File: src/hdl/qagpdr_pkg.sv
// constants, types and register map of the correction/delay register bank
// assumes an axi4-lite master with 32-bit data and byte addresses = 4 * index
package qagpdr_pkg;
    // register indices; byte address is four times the index
    localparam logic [5:0] IDX_FIRST_CFG = 6'h01;
    localparam logic [5:0] IDX_GAIN_A    = 6'h0c;
    localparam logic [5:0] IDX_GAIN_B    = 6'h0d;
    localparam logic [5:0] IDX_GAIN_C    = 6'h0e;
    localparam logic [5:0] IDX_CHD       = 6'h0f;
    localparam logic [5:0] IDX_AB_PHASE  = 6'h10;
    localparam logic [5:0] IDX_CD_PHASE  = 6'h11;
    localparam logic [5:0] IDX_SYNC_CFG  = 6'h1e;
    localparam int ADDR_W = 8;
    localparam int IDX_LO = 2;

    // writable bits of each register; all else reads zero
    localparam logic [15:0] MASK_FIRST = 16'h0100;
    localparam logic [15:0] MASK_GAIN  = 16'h07ff;
    localparam logic [15:0] MASK_CHD   = 16'hf7ff;
    localparam logic [15:0] MASK_ABPH  = 16'h3fff;
    localparam logic [15:0] MASK_CDPH  = 16'h0fff;
    localparam logic [15:0] MASK_SYNC  = 16'h0001;

    // reset values
    localparam logic [15:0] RST_GAIN = 16'h0400;
    localparam logic [15:0] RST_CHD  = 16'h0400;
    localparam logic [15:0] RST_ZERO = 16'h0000;

    // field positions
    localparam int AB_DLY_HI     = 15;
    localparam int AB_DLY_LO     = 14;
    localparam int CD_DLY_HI     = 13;
    localparam int CD_DLY_LO     = 12;
    localparam int DUAL_HI       = 13;
    localparam int DUAL_LO       = 12;
    localparam int GAIN_HI       = 10;
    localparam int PHASE_HI      = 11;
    localparam int FIRST_DUAL    = 8;
    localparam int SYNC_AUTO     = 0;
    localparam int SYNC_NOW      = 1;
    localparam logic [1:0] DUAL_ON = 2'h3;

    // fixed-point scaling: gain has 10 fraction bits, phase 12
    localparam int GAIN_FRAC  = 10;
    localparam int PHASE_FRAC = 12;

    // delay line depth in dac clock cycles
    localparam int DLY_MAX = 3;

    // axi responses
    localparam logic [1:0] RESP_OKAY   = 2'h0;
    localparam logic [1:0] RESP_SLVERR = 2'h2;

    // one sample per channel
    typedef struct packed {
        logic signed [15:0] a;
        logic signed [15:0] b;
        logic signed [15:0] c;
        logic signed [15:0] d;
    } qagpdr_quad_t;
endpackage

File: src/hdl/qagpdr_top.sv
// register bank and data path for gain/phase correction and output delay
// assumes samples arrive on every enabled sys_clk and the bus is axi4-lite
`timescale 1ns/1ns
`default_nettype none

// What this block does
// - AB outputs delayed zero to three cycles
// - CD outputs delayed zero to three cycles
// - channel D gain is 11-bit unsigned
// - gain binary point below bit ten
// - dual mode needs bit8 clear, select 11
// - dual mode keeps only B and C
// - AB phase is 12-bit two's complement
// - AB phase resets to zero
// - phase times B added into A
// - AB phase write fires auto-sync
// - sync loads gains and phase together
// - gain writes alone change nothing active
// - CD settings load on CD phase write
module qagpdr_top (
    // clock, reset, enable
    input  wire logic                         sys_clk,
    input  wire logic                         rst_b,
    input  wire logic                         clkEn,
    // axi4-lite write address and data
    input  wire logic                         s_axi_awvalid,
    output var  logic                         s_axi_awready,
    input  wire logic [qagpdr_pkg::ADDR_W-1:0] s_axi_awaddr,
    input  wire logic                         s_axi_wvalid,
    output var  logic                         s_axi_wready,
    input  wire logic [31:0]                  s_axi_wdata,
    input  wire logic [3:0]                   s_axi_wstrb,
    // axi4-lite write response
    output var  logic                         s_axi_bvalid,
    input  wire logic                         s_axi_bready,
    output var  logic [1:0]                   s_axi_bresp,
    // axi4-lite read
    input  wire logic                         s_axi_arvalid,
    output var  logic                         s_axi_arready,
    input  wire logic [qagpdr_pkg::ADDR_W-1:0] s_axi_araddr,
    output var  logic                         s_axi_rvalid,
    input  wire logic                         s_axi_rready,
    output var  logic [31:0]                  s_axi_rdata,
    output var  logic [1:0]                   s_axi_rresp,
    // sample path
    input  wire qagpdr_pkg::qagpdr_quad_t     sampIn,
    output var  qagpdr_pkg::qagpdr_quad_t     sampOut
);

    ////////////////////////////////////////////////////////////////////////
    // functions

    // byte-lane merge of a 16-bit register, reserved bits forced to zero
    function automatic logic [15:0] merge16(input logic [15:0] old,
                                            input logic [31:0] wd,
                                            input logic [3:0]  st,
                                            input logic [15:0] keep);
        logic [15:0] m;
        m = {{8{st[1]}}, {8{st[0]}}};
        return ((old & ~m) | (wd[15:0] & m)) & keep;
    endfunction

    // clamp to 16-bit signed so overshoot does not wrap
    function automatic logic signed [15:0] sat16(input logic signed [19:0] v);
        if (v > 20'sh07fff) begin
            return 16'sh7fff;
        end else if (v < -20'sh08000) begin
            return -16'sh8000;
        end
        return v[15:0];
    endfunction

    // x * gain + y * phase, scaled and saturated
    function automatic logic signed [15:0] corr(input logic signed [15:0] x,
                                                input logic [10:0]        g,
                                                input logic signed [15:0] y,
                                                input logic signed [11:0] p);
        logic signed [27:0] gx;
        logic signed [27:0] py;
        logic signed [19:0] s;
        gx = x * $signed({1'b0, g});
        py = y * p;
        s  = 20'(gx >>> qagpdr_pkg::GAIN_FRAC) + 20'(py >>> qagpdr_pkg::PHASE_FRAC);
        return sat16(s);
    endfunction

    ////////////////////////////////////////////////////////////////////////
    // declarations

    logic [qagpdr_pkg::ADDR_W-1:0] awAddr_r;
    logic                          awHeld_r, wHeld_r;
    logic [31:0]                   wData_r;
    logic [3:0]                    wStrb_r;

    logic [15:0] firstCfg_r, gainA_r, gainB_r, gainC_r, chd_r, abPh_r, cdPh_r, sync_r;
    logic [10:0]        actGainA_r, actGainB_r, actGainC_r, actGainD_r;
    logic signed [11:0] actPhAb_r, actPhCd_r;

    logic [5:0]  wrIdx;
    logic [15:0] wrOld, wrKeep, wrVal_nxt, abPhNew, cdPhNew, rdVal_nxt;
    logic        wrHit, doWrite, syncNow, abLoad, cdLoad, rdHit;

    logic signed [15:0] corr_r [4];
    logic signed [15:0] pipe_r [4][qagpdr_pkg::DLY_MAX];
    logic [1:0]         abDly, cdDly;
    logic               dualMode;

    ////////////////////////////////////////////////////////////////////////
    // axi write channels: address and data taken in either order

    assign doWrite = awHeld_r && wHeld_r && !s_axi_bvalid;

    // address capture; ready drops once held, returns after the response
    always_ff @(posedge sys_clk or negedge rst_b) begin
        if (!rst_b) begin
            awHeld_r      <= 1'b0;
            awAddr_r      <= '0;
            s_axi_awready <= 1'b1;
        end else if (clkEn) begin
            if (s_axi_awvalid && s_axi_awready) begin
                awHeld_r      <= 1'b1;
                awAddr_r      <= s_axi_awaddr;
                s_axi_awready <= 1'b0;
            end else if (doWrite) begin
                awHeld_r <= 1'b0;
            end else if (s_axi_bvalid && s_axi_bready) begin
                s_axi_awready <= 1'b1;
            end
        end
    end

    // data capture, same scheme
    always_ff @(posedge sys_clk or negedge rst_b) begin
        if (!rst_b) begin
            wHeld_r      <= 1'b0;
            wData_r      <= '0;
            wStrb_r      <= '0;
            s_axi_wready <= 1'b1;
        end else if (clkEn) begin
            if (s_axi_wvalid && s_axi_wready) begin
                wHeld_r      <= 1'b1;
                wData_r      <= s_axi_wdata;
                wStrb_r      <= s_axi_wstrb;
                s_axi_wready <= 1'b0;
            end else if (doWrite) begin
                wHeld_r <= 1'b0;
            end else if (s_axi_bvalid && s_axi_bready) begin
                s_axi_wready <= 1'b1;
            end
        end
    end

    // write response one cycle after both halves are held
    always_ff @(posedge sys_clk or negedge rst_b) begin
        if (!rst_b) begin
            s_axi_bvalid <= 1'b0;
            s_axi_bresp  <= qagpdr_pkg::RESP_OKAY;
        end else if (clkEn) begin
            if (doWrite) begin
                s_axi_bvalid <= 1'b1;
                s_axi_bresp  <= wrHit ? qagpdr_pkg::RESP_OKAY : qagpdr_pkg::RESP_SLVERR;
            end else if (s_axi_bready) begin
                s_axi_bvalid <= 1'b0;
            end
        end
    end

    ////////////////////////////////////////////////////////////////////////
    // write decode

    assign wrIdx = awAddr_r[qagpdr_pkg::ADDR_W-1:qagpdr_pkg::IDX_LO];

    // current value and writable mask of the addressed register
    always_comb begin
        wrOld  = '0;
        wrKeep = '0;
        wrHit  = 1'b1;
        case (wrIdx)
            qagpdr_pkg::IDX_FIRST_CFG: begin wrOld = firstCfg_r; wrKeep = qagpdr_pkg::MASK_FIRST; end
            qagpdr_pkg::IDX_GAIN_A:    begin wrOld = gainA_r;    wrKeep = qagpdr_pkg::MASK_GAIN;  end
            qagpdr_pkg::IDX_GAIN_B:    begin wrOld = gainB_r;    wrKeep = qagpdr_pkg::MASK_GAIN;  end
            qagpdr_pkg::IDX_GAIN_C:    begin wrOld = gainC_r;    wrKeep = qagpdr_pkg::MASK_GAIN;  end
            qagpdr_pkg::IDX_CHD:       begin wrOld = chd_r;      wrKeep = qagpdr_pkg::MASK_CHD;   end
            qagpdr_pkg::IDX_AB_PHASE:  begin wrOld = abPh_r;     wrKeep = qagpdr_pkg::MASK_ABPH;  end
            qagpdr_pkg::IDX_CD_PHASE:  begin wrOld = cdPh_r;     wrKeep = qagpdr_pkg::MASK_CDPH;  end
            qagpdr_pkg::IDX_SYNC_CFG:  begin wrOld = sync_r;     wrKeep = qagpdr_pkg::MASK_SYNC;  end
            default:                   wrHit = 1'b0;
        endcase
    end

    assign wrVal_nxt = merge16(wrOld, wData_r, wStrb_r, wrKeep);

    // sync-now is a write-only strobe, never stored
    assign syncNow = doWrite && (wrIdx == qagpdr_pkg::IDX_SYNC_CFG) && wStrb_r[0]
                     && wData_r[qagpdr_pkg::SYNC_NOW];

    assign abLoad = syncNow || (doWrite && (wrIdx == qagpdr_pkg::IDX_AB_PHASE)
                     && sync_r[qagpdr_pkg::SYNC_AUTO]);
    assign cdLoad = syncNow || (doWrite && (wrIdx == qagpdr_pkg::IDX_CD_PHASE)
                     && sync_r[qagpdr_pkg::SYNC_AUTO]);

    // the phase just written must reach the active copy in the same load
    assign abPhNew = (doWrite && wrIdx == qagpdr_pkg::IDX_AB_PHASE) ? wrVal_nxt : abPh_r;
    assign cdPhNew = (doWrite && wrIdx == qagpdr_pkg::IDX_CD_PHASE) ? wrVal_nxt : cdPh_r;

    ////////////////////////////////////////////////////////////////////////
    // shadow registers

    // software-visible copies; unmapped writes are dropped
    always_ff @(posedge sys_clk or negedge rst_b) begin
        if (!rst_b) begin
            firstCfg_r <= qagpdr_pkg::RST_ZERO;
            gainA_r    <= qagpdr_pkg::RST_GAIN;
            gainB_r    <= qagpdr_pkg::RST_GAIN;
            gainC_r    <= qagpdr_pkg::RST_GAIN;
            chd_r      <= qagpdr_pkg::RST_CHD;
            abPh_r     <= qagpdr_pkg::RST_ZERO;
            cdPh_r     <= qagpdr_pkg::RST_ZERO;
            sync_r     <= qagpdr_pkg::RST_ZERO;
        end else if (clkEn && doWrite) begin
            case (wrIdx)
                qagpdr_pkg::IDX_FIRST_CFG: firstCfg_r <= wrVal_nxt;
                qagpdr_pkg::IDX_GAIN_A:    gainA_r    <= wrVal_nxt;
                qagpdr_pkg::IDX_GAIN_B:    gainB_r    <= wrVal_nxt;
                qagpdr_pkg::IDX_GAIN_C:    gainC_r    <= wrVal_nxt;
                qagpdr_pkg::IDX_CHD:       chd_r      <= wrVal_nxt;
                qagpdr_pkg::IDX_AB_PHASE:  abPh_r     <= wrVal_nxt;
                qagpdr_pkg::IDX_CD_PHASE:  cdPh_r     <= wrVal_nxt;
                qagpdr_pkg::IDX_SYNC_CFG:  sync_r     <= wrVal_nxt;
                default:                   ;
            endcase
        end
    end

    ////////////////////////////////////////////////////////////////////////
    // active correction settings

    always_ff @(posedge sys_clk or negedge rst_b) begin
        if (!rst_b) begin
            actGainA_r <= qagpdr_pkg::RST_GAIN[10:0];
            actGainB_r <= qagpdr_pkg::RST_GAIN[10:0];
            actPhAb_r  <= '0;
        end else if (clkEn && abLoad) begin
            actGainA_r <= gainA_r[qagpdr_pkg::GAIN_HI:0];
            actGainB_r <= gainB_r[qagpdr_pkg::GAIN_HI:0];
            actPhAb_r  <= abPhNew[qagpdr_pkg::PHASE_HI:0];
        end
    end

    always_ff @(posedge sys_clk or negedge rst_b) begin
        if (!rst_b) begin
            actGainC_r <= qagpdr_pkg::RST_GAIN[10:0];
            actGainD_r <= qagpdr_pkg::RST_CHD[10:0];
            actPhCd_r  <= '0;
        end else if (clkEn && cdLoad) begin
            actGainC_r <= gainC_r[qagpdr_pkg::GAIN_HI:0];
            actGainD_r <= chd_r[qagpdr_pkg::GAIN_HI:0];
            actPhCd_r  <= cdPhNew[qagpdr_pkg::PHASE_HI:0];
        end
    end

    ////////////////////////////////////////////////////////////////////////
    // axi read

    // read mux; unmapped reads return zero with slverr
    always_comb begin
        rdVal_nxt = '0;
        rdHit     = 1'b1;
        case (s_axi_araddr[qagpdr_pkg::ADDR_W-1:qagpdr_pkg::IDX_LO])
            qagpdr_pkg::IDX_FIRST_CFG: rdVal_nxt = firstCfg_r;
            qagpdr_pkg::IDX_GAIN_A:    rdVal_nxt = gainA_r;
            qagpdr_pkg::IDX_GAIN_B:    rdVal_nxt = gainB_r;
            qagpdr_pkg::IDX_GAIN_C:    rdVal_nxt = gainC_r;
            qagpdr_pkg::IDX_CHD:       rdVal_nxt = chd_r;
            qagpdr_pkg::IDX_AB_PHASE:  rdVal_nxt = abPh_r;
            qagpdr_pkg::IDX_CD_PHASE:  rdVal_nxt = cdPh_r;
            qagpdr_pkg::IDX_SYNC_CFG:  rdVal_nxt = sync_r;
            default:                   rdHit = 1'b0;
        endcase
    end

    // one read in flight; data registered at address acceptance
    always_ff @(posedge sys_clk or negedge rst_b) begin
        if (!rst_b) begin
            s_axi_arready <= 1'b1;
            s_axi_rvalid  <= 1'b0;
            s_axi_rdata   <= '0;
            s_axi_rresp   <= qagpdr_pkg::RESP_OKAY;
        end else if (clkEn) begin
            if (s_axi_arvalid && s_axi_arready) begin
                s_axi_arready <= 1'b0;
                s_axi_rvalid  <= 1'b1;
                s_axi_rdata   <= {16'h0000, rdVal_nxt};
                s_axi_rresp   <= rdHit ? qagpdr_pkg::RESP_OKAY : qagpdr_pkg::RESP_SLVERR;
            end else if (s_axi_rvalid && s_axi_rready) begin
                s_axi_rvalid  <= 1'b0;
                s_axi_arready <= 1'b1;
            end
        end
    end

    ////////////////////////////////////////////////////////////////////////
    // data path

    assign abDly = chd_r[qagpdr_pkg::AB_DLY_HI:qagpdr_pkg::AB_DLY_LO];
    assign cdDly = chd_r[qagpdr_pkg::CD_DLY_HI:qagpdr_pkg::CD_DLY_LO];

    assign dualMode = !firstCfg_r[qagpdr_pkg::FIRST_DUAL]
                      && (abPh_r[qagpdr_pkg::DUAL_HI:qagpdr_pkg::DUAL_LO]
                          == qagpdr_pkg::DUAL_ON);

    always_ff @(posedge sys_clk or negedge rst_b) begin
        if (!rst_b) begin
            corr_r <= '{default: '0};
        end else if (clkEn) begin
            corr_r[0] <= corr(sampIn.a, actGainA_r, sampIn.b, actPhAb_r);
            corr_r[1] <= corr(sampIn.b, actGainB_r, 16'sh0000, 12'sh000);
            corr_r[2] <= corr(sampIn.c, actGainC_r, sampIn.d, actPhCd_r);
            corr_r[3] <= corr(sampIn.d, actGainD_r, 16'sh0000, 12'sh000);
        end
    end

    // delay taps; fixed latency stays the same for both pairs
    always_ff @(posedge sys_clk or negedge rst_b) begin
        if (!rst_b) begin
            pipe_r <= '{default: '0};
        end else if (clkEn) begin
            for (int i = 0; i < 4; i++) begin
                pipe_r[i][0] <= corr_r[i];
                for (int k = 1; k < qagpdr_pkg::DLY_MAX; k++) begin
                    pipe_r[i][k] <= pipe_r[i][k-1];
                end
            end
        end
    end

    always_ff @(posedge sys_clk or negedge rst_b) begin
        if (!rst_b) begin
            sampOut <= '0;
        end else if (clkEn) begin
            sampOut.a <= dualMode ? 16'sh0000 : (abDly == 2'h0 ? corr_r[0] : pipe_r[0][abDly-2'h1]);
            sampOut.b <= (abDly == 2'h0) ? corr_r[1] : pipe_r[1][abDly-2'h1];
            sampOut.c <= (cdDly == 2'h0) ? corr_r[2] : pipe_r[2][cdDly-2'h1];
            sampOut.d <= dualMode ? 16'sh0000 : (cdDly == 2'h0 ? corr_r[3] : pipe_r[3][cdDly-2'h1]);
        end
    end

endmodule

`default_nettype wire

File: config.mk
export PLATFORM = sky130hd
export DESIGN_NAME = qagpdr_top
export DESIGN_NICKNAME = d
export VERILOG_FILES = /design/src/hdl/qagpdr_pkg.sv /design/src/hdl/qagpdr_top.sv
export SDC_FILE = /design/constraint.sdc
export NUM_CORES = 2
export LEC_CHECK = 0
export ABC_AREA = 1
export BUFFER_PORTS_ARGS = -buffer_cell sky130_fd_sc_hd__buf_2
export CAP_MARGIN = 15
export CORE_MARGIN = 4
export CORE_UTILIZATION = 24
export DETAILED_ROUTE_END_ITERATION = 6
export PLACE_DENSITY = 0.41
export SETUP_SLACK_MARGIN = 0.15
export SLEW_MARGIN = 5
export SYNTH_ARGS = -nofsm -noshare
export SYNTH_HDL_FRONTEND = slang
export SYNTH_SLANG_ARGS = --single-unit
File: constraint.sdc
create_clock -name sys_clk -period 6.45 [get_ports sys_clk]
set_input_delay 1.6125 -clock sys_clk [delete_from_list [all_inputs] [get_ports sys_clk]]
set_output_delay 1.6125 -clock sys_clk [all_outputs]
set_load 0.005 [all_outputs]
==> flow_summary.ini <==
[detailed_routing]
routed_wl_mm = 228.2
drc = 0
wire_per_inst_um = 16.89
detail-route-antenna-nets = 0
via_per_inst = 4.296
first_pass_iters = 6
drt_iter0_markers = 3531
vias = 58030

[clock_network]
htreeDepth = 3
cts-root-buf = clkbuf_16
postCtsHoldBufs = 0
cts_tree = yes
clk_pin_slew_ps = 60
cts.sinks = 565
cts_inserted_buffers = 68
clk_latency_ps = 670
cts.path.max_buffers = 3

[global_routing]
track_usage_pct = 15.65
grt_max_degree = 186
overflow = 0
grt_pass1_wl_mm = 363.5
grt_pass1_vias = 61710
antenna_found_initial = 18

[timing]
setup_ws_ps = -591.7
rsz0062_at_grt = yes
clock_skew_ps = 32.14
worst_pin_slew_ps = 1233
fmax_mhz = 142.0
hold_violations = 0
setup_violations = 32
min_period_ps = 7042
drv_slew = 0
fin_crit_sh_pct = 109.2
relSlewSlack_pct = 16.71

[setup_path]
arrival_ps = 7570
critPathMaxFanout = 7
critPathMaxStageDelay_ps = 550
path_class = primary input to register
cp_slowest_cell = fa_1
endpoint_kind = register
start_kind = primary input
cp.required_ps = 6980

[placement]
globalplace.congestion = 0.8857
placed_cell_area_mm2 = 0.08058
dp_hpwl_mm = 183.5
numPortBuffers = 188
post-place-ws_ps = -1684

[yosys]
async_reset_ff_share_pct = 100.0
synth_area_leaders = fa_1 29%, dfrtp_1 20%, nand2_1 13%
netlist_area_mm2 = 0.06831
synth_edf_count = 0
ys_ff_latch = 565
synthesis.instances = 8872
synth_most_common_cell = nand2_1
yosys.area.top_type = fa_1
seq_area_frac_synth_pct = 20.72
synth_cell_types = 61
syn-mean-instance-area_um2 = 7.699
ys_warn_count = 0
synth_top_area_share_pct = 29.13
yosys-top-cells-count = 2409 x nand2_1, 2146 x inv_1, 994 x fa_1, 554 x dfrtp_1, 417 x a21oi_1
synthFlopType = dfrtp_1

[floorplanning]
ioPinCount = 229
rows = 195
core_mm2 = 0.2828
initial_core_util_pct = 24.16
die-area_mm2 = 0.2932
fp.dieH_um = 541.5
die_w_um = 541.5

[pwr]
vdd_drop_max_mv = 0.2727
clkPwrFrac_pct = 16.1
swShare_pct = 44.68
leakagePower_nw = 45.67
p_switching_mw = 11.23
seqPwrFrac_pct = 20.4
powerDensity_mw_per_mm2 = 290.1
internal_power_mw = 13.91
pwr-share-comb_pct = 63.5

[cells_and_area]
nets = 11200
fillerInstances = 30420
regArea_mm2 = 0.01415
multi_input_area_mm2 = 0.04796
final_area_mm2 = 0.08668
drive_gt1_share_pct = 20.08
syn2layout_area_growth_pct = 26.90

[outcome]
violations = setup timing
outcome = finished with violations

[min_path]
hold_path.class = register to register

[job]
cap_violations = 0
[final timing paths]
| kind | start | end | slack (ps) | cells past startpoint |
|---|---|---|---|---|
| max | sampIn[43] | corr_r[58] | -590 | 32 |
| min | sampOut[51] | sampOut[51] | 470 | 2 |
| max reg2reg | actPhCd_r[11] | corr_r[22] | -160 | 29 |
| min reg2reg | sampOut[51] | sampOut[51] | 470 | 2 |
| max in group asynchronous | rst_b | pipe_r[176] | 4030 | 2 |
| min in group asynchronous | rst_b | sampOut[44] | 950 | 1 |
[cell families after synthesis]
group | after synthesis | share of synthesized area, %
AND/OR/NAND/NOR | 3092 | 17.79
buffers and inverters | 2570 | 14.38
adder cells (fa/ha/maj) | 1376 | 36.13
AO/OA/AOI/OAI | 1129 | 9.190
flip-flops | 565 | 20.72
XOR/XNOR | 137 | 1.757
multiplexers | 2 | 0.03297
other | 1 | 0.005490
[flip-flops by register name (all words and copies together) (netlist names), 12 cells and up]
name and cells:
sync_r 16, actPhAb_r 12, chd_r 16, s_axi_rdata 16
gainB_r 16, actPhCd_r 12, sampOut 64, gainA_r 16
cdPh_r 16, gainC_r 16, firstCfg_r 16, corr_r 64
abPh_r 16, pipe_r 192, wData_r 16
[power by group through the flow]
stage | Clock (mW) | Combinational, mW | Sequential (mW)
2_1_floorplan | 0 | 7.45 | 4.80
6_report | 4.04 | 16.0 | 5.13
3_5_place_dp | 0 | 12.7 | 5.19
3_3_place_gp | 0 | 12.7 | 5.16
5_1_grt | 4.32 | 17.7 | 5.22
4_1_cts | 4.18 | 14.5 | 5.13
[what timing repair did]
item	4_1_cts	5_1_grt
setup buffers	24	25
resized for setup	337	420
setup endpoints to repair	63	64
gates cloned	3	4
pin swaps	88	240
[worst max-delay path, delay by kind of cell]
family                     cells  cell delay [ps]
AOI/OAI and AO/OA              4              710
xor gates and xnor gates       1              120
adders and majority gates      7             3190
buffers and inverters         10             1040
and+or+nand+nor               10              900
[layer usage]
layer | up-vias | share of wire [%] | global-route usage [%] | wire length, um
li1 | 27960 | - | - | -
met1 | 28930 | 49 | 23.00 | 112600
met2 | 976 | 45 | 25.31 | 103200
met3 | 154 | 4.2 | 1.805 | 9557
met4 | 6 | 1.2 | 1.919 | 2710
met5 | - | 0.018 | 0 | 41
[cell usage in the layout, fill, tap and decap left out, drive strengths merged, types with 6 or more instances in the layout]
| cell | Yosys | routed |
|---|---|---|
| dfstp | 11 | 11 |
| or2 | 6 | 6 |
| dfrtp | 554 | 554 |
| xor2 | 82 | 82 |
| a21o | 17 | 17 |
| buf | 65 | 1148 |
| nand4 | 29 | 29 |
| o41ai | 9 | 9 |
| nand3 | 134 | 134 |
| o22ai | 78 | 78 |
| a31oi | 15 | 15 |
| a22oi | 8 | 8 |
| ha | 382 | 382 |
| nor3 | 43 | 43 |
| inv | 2151 | 2159 |
| fa | 994 | 994 |
| o21ai | 445 | 445 |
| nor2 | 419 | 419 |
| diode | 0 | 7 |
| a21oi | 423 | 423 |
| conb | 1 | 18 |
| o21bai | 18 | 18 |
| o31ai | 6 | 6 |
| o211ai | 68 | 68 |
| nand3b | 16 | 16 |
| a221oi | 10 | 10 |
| clkinv | 2 | 14 |
| xnor2 | 55 | 55 |
| o21a | 9 | 9 |
| nand2 | 2426 | 2430 |
| clkbuf | 352 | 105 |
| nor4 | 10 | 10 |
[metrics by stage]
| step | hold WS, ps | utilization, % | cells | setup TNS [ps] | power (mW) |
|---|---|---|---|---|---|
| 3_3_place_gp | 453.4 | 28.50 | 13320 | -73880 | 17.89 |
| 4_1_cts | 473.6 | 29.97 | 13470 | -14620 | 23.78 |
| 5_1_grt | 485.7 | 30.65 | 13500 | -24840 | 27.23 |
| 2_1_floorplan | 442.2 | - | 8889 | -20290 | 12.25 |
| 3_5_place_dp | 458.3 | 28.50 | 13320 | -73450 | 17.92 |
| 6_report | 471.5 | 30.65 | 13510 | -17580 | 25.15 |
[cell type report]
type                       count  area share, %
multi-input combinational   5758          55.32
sequential                   565          16.33
timing repair buffer        1157          10.91
inverter                    2153          9.348
tap                         3743          5.403
clock buffer                  96          2.258
clock inverter                27         0.4085
antenna                        7        0.02021
(Power assumes the default switching activity.)
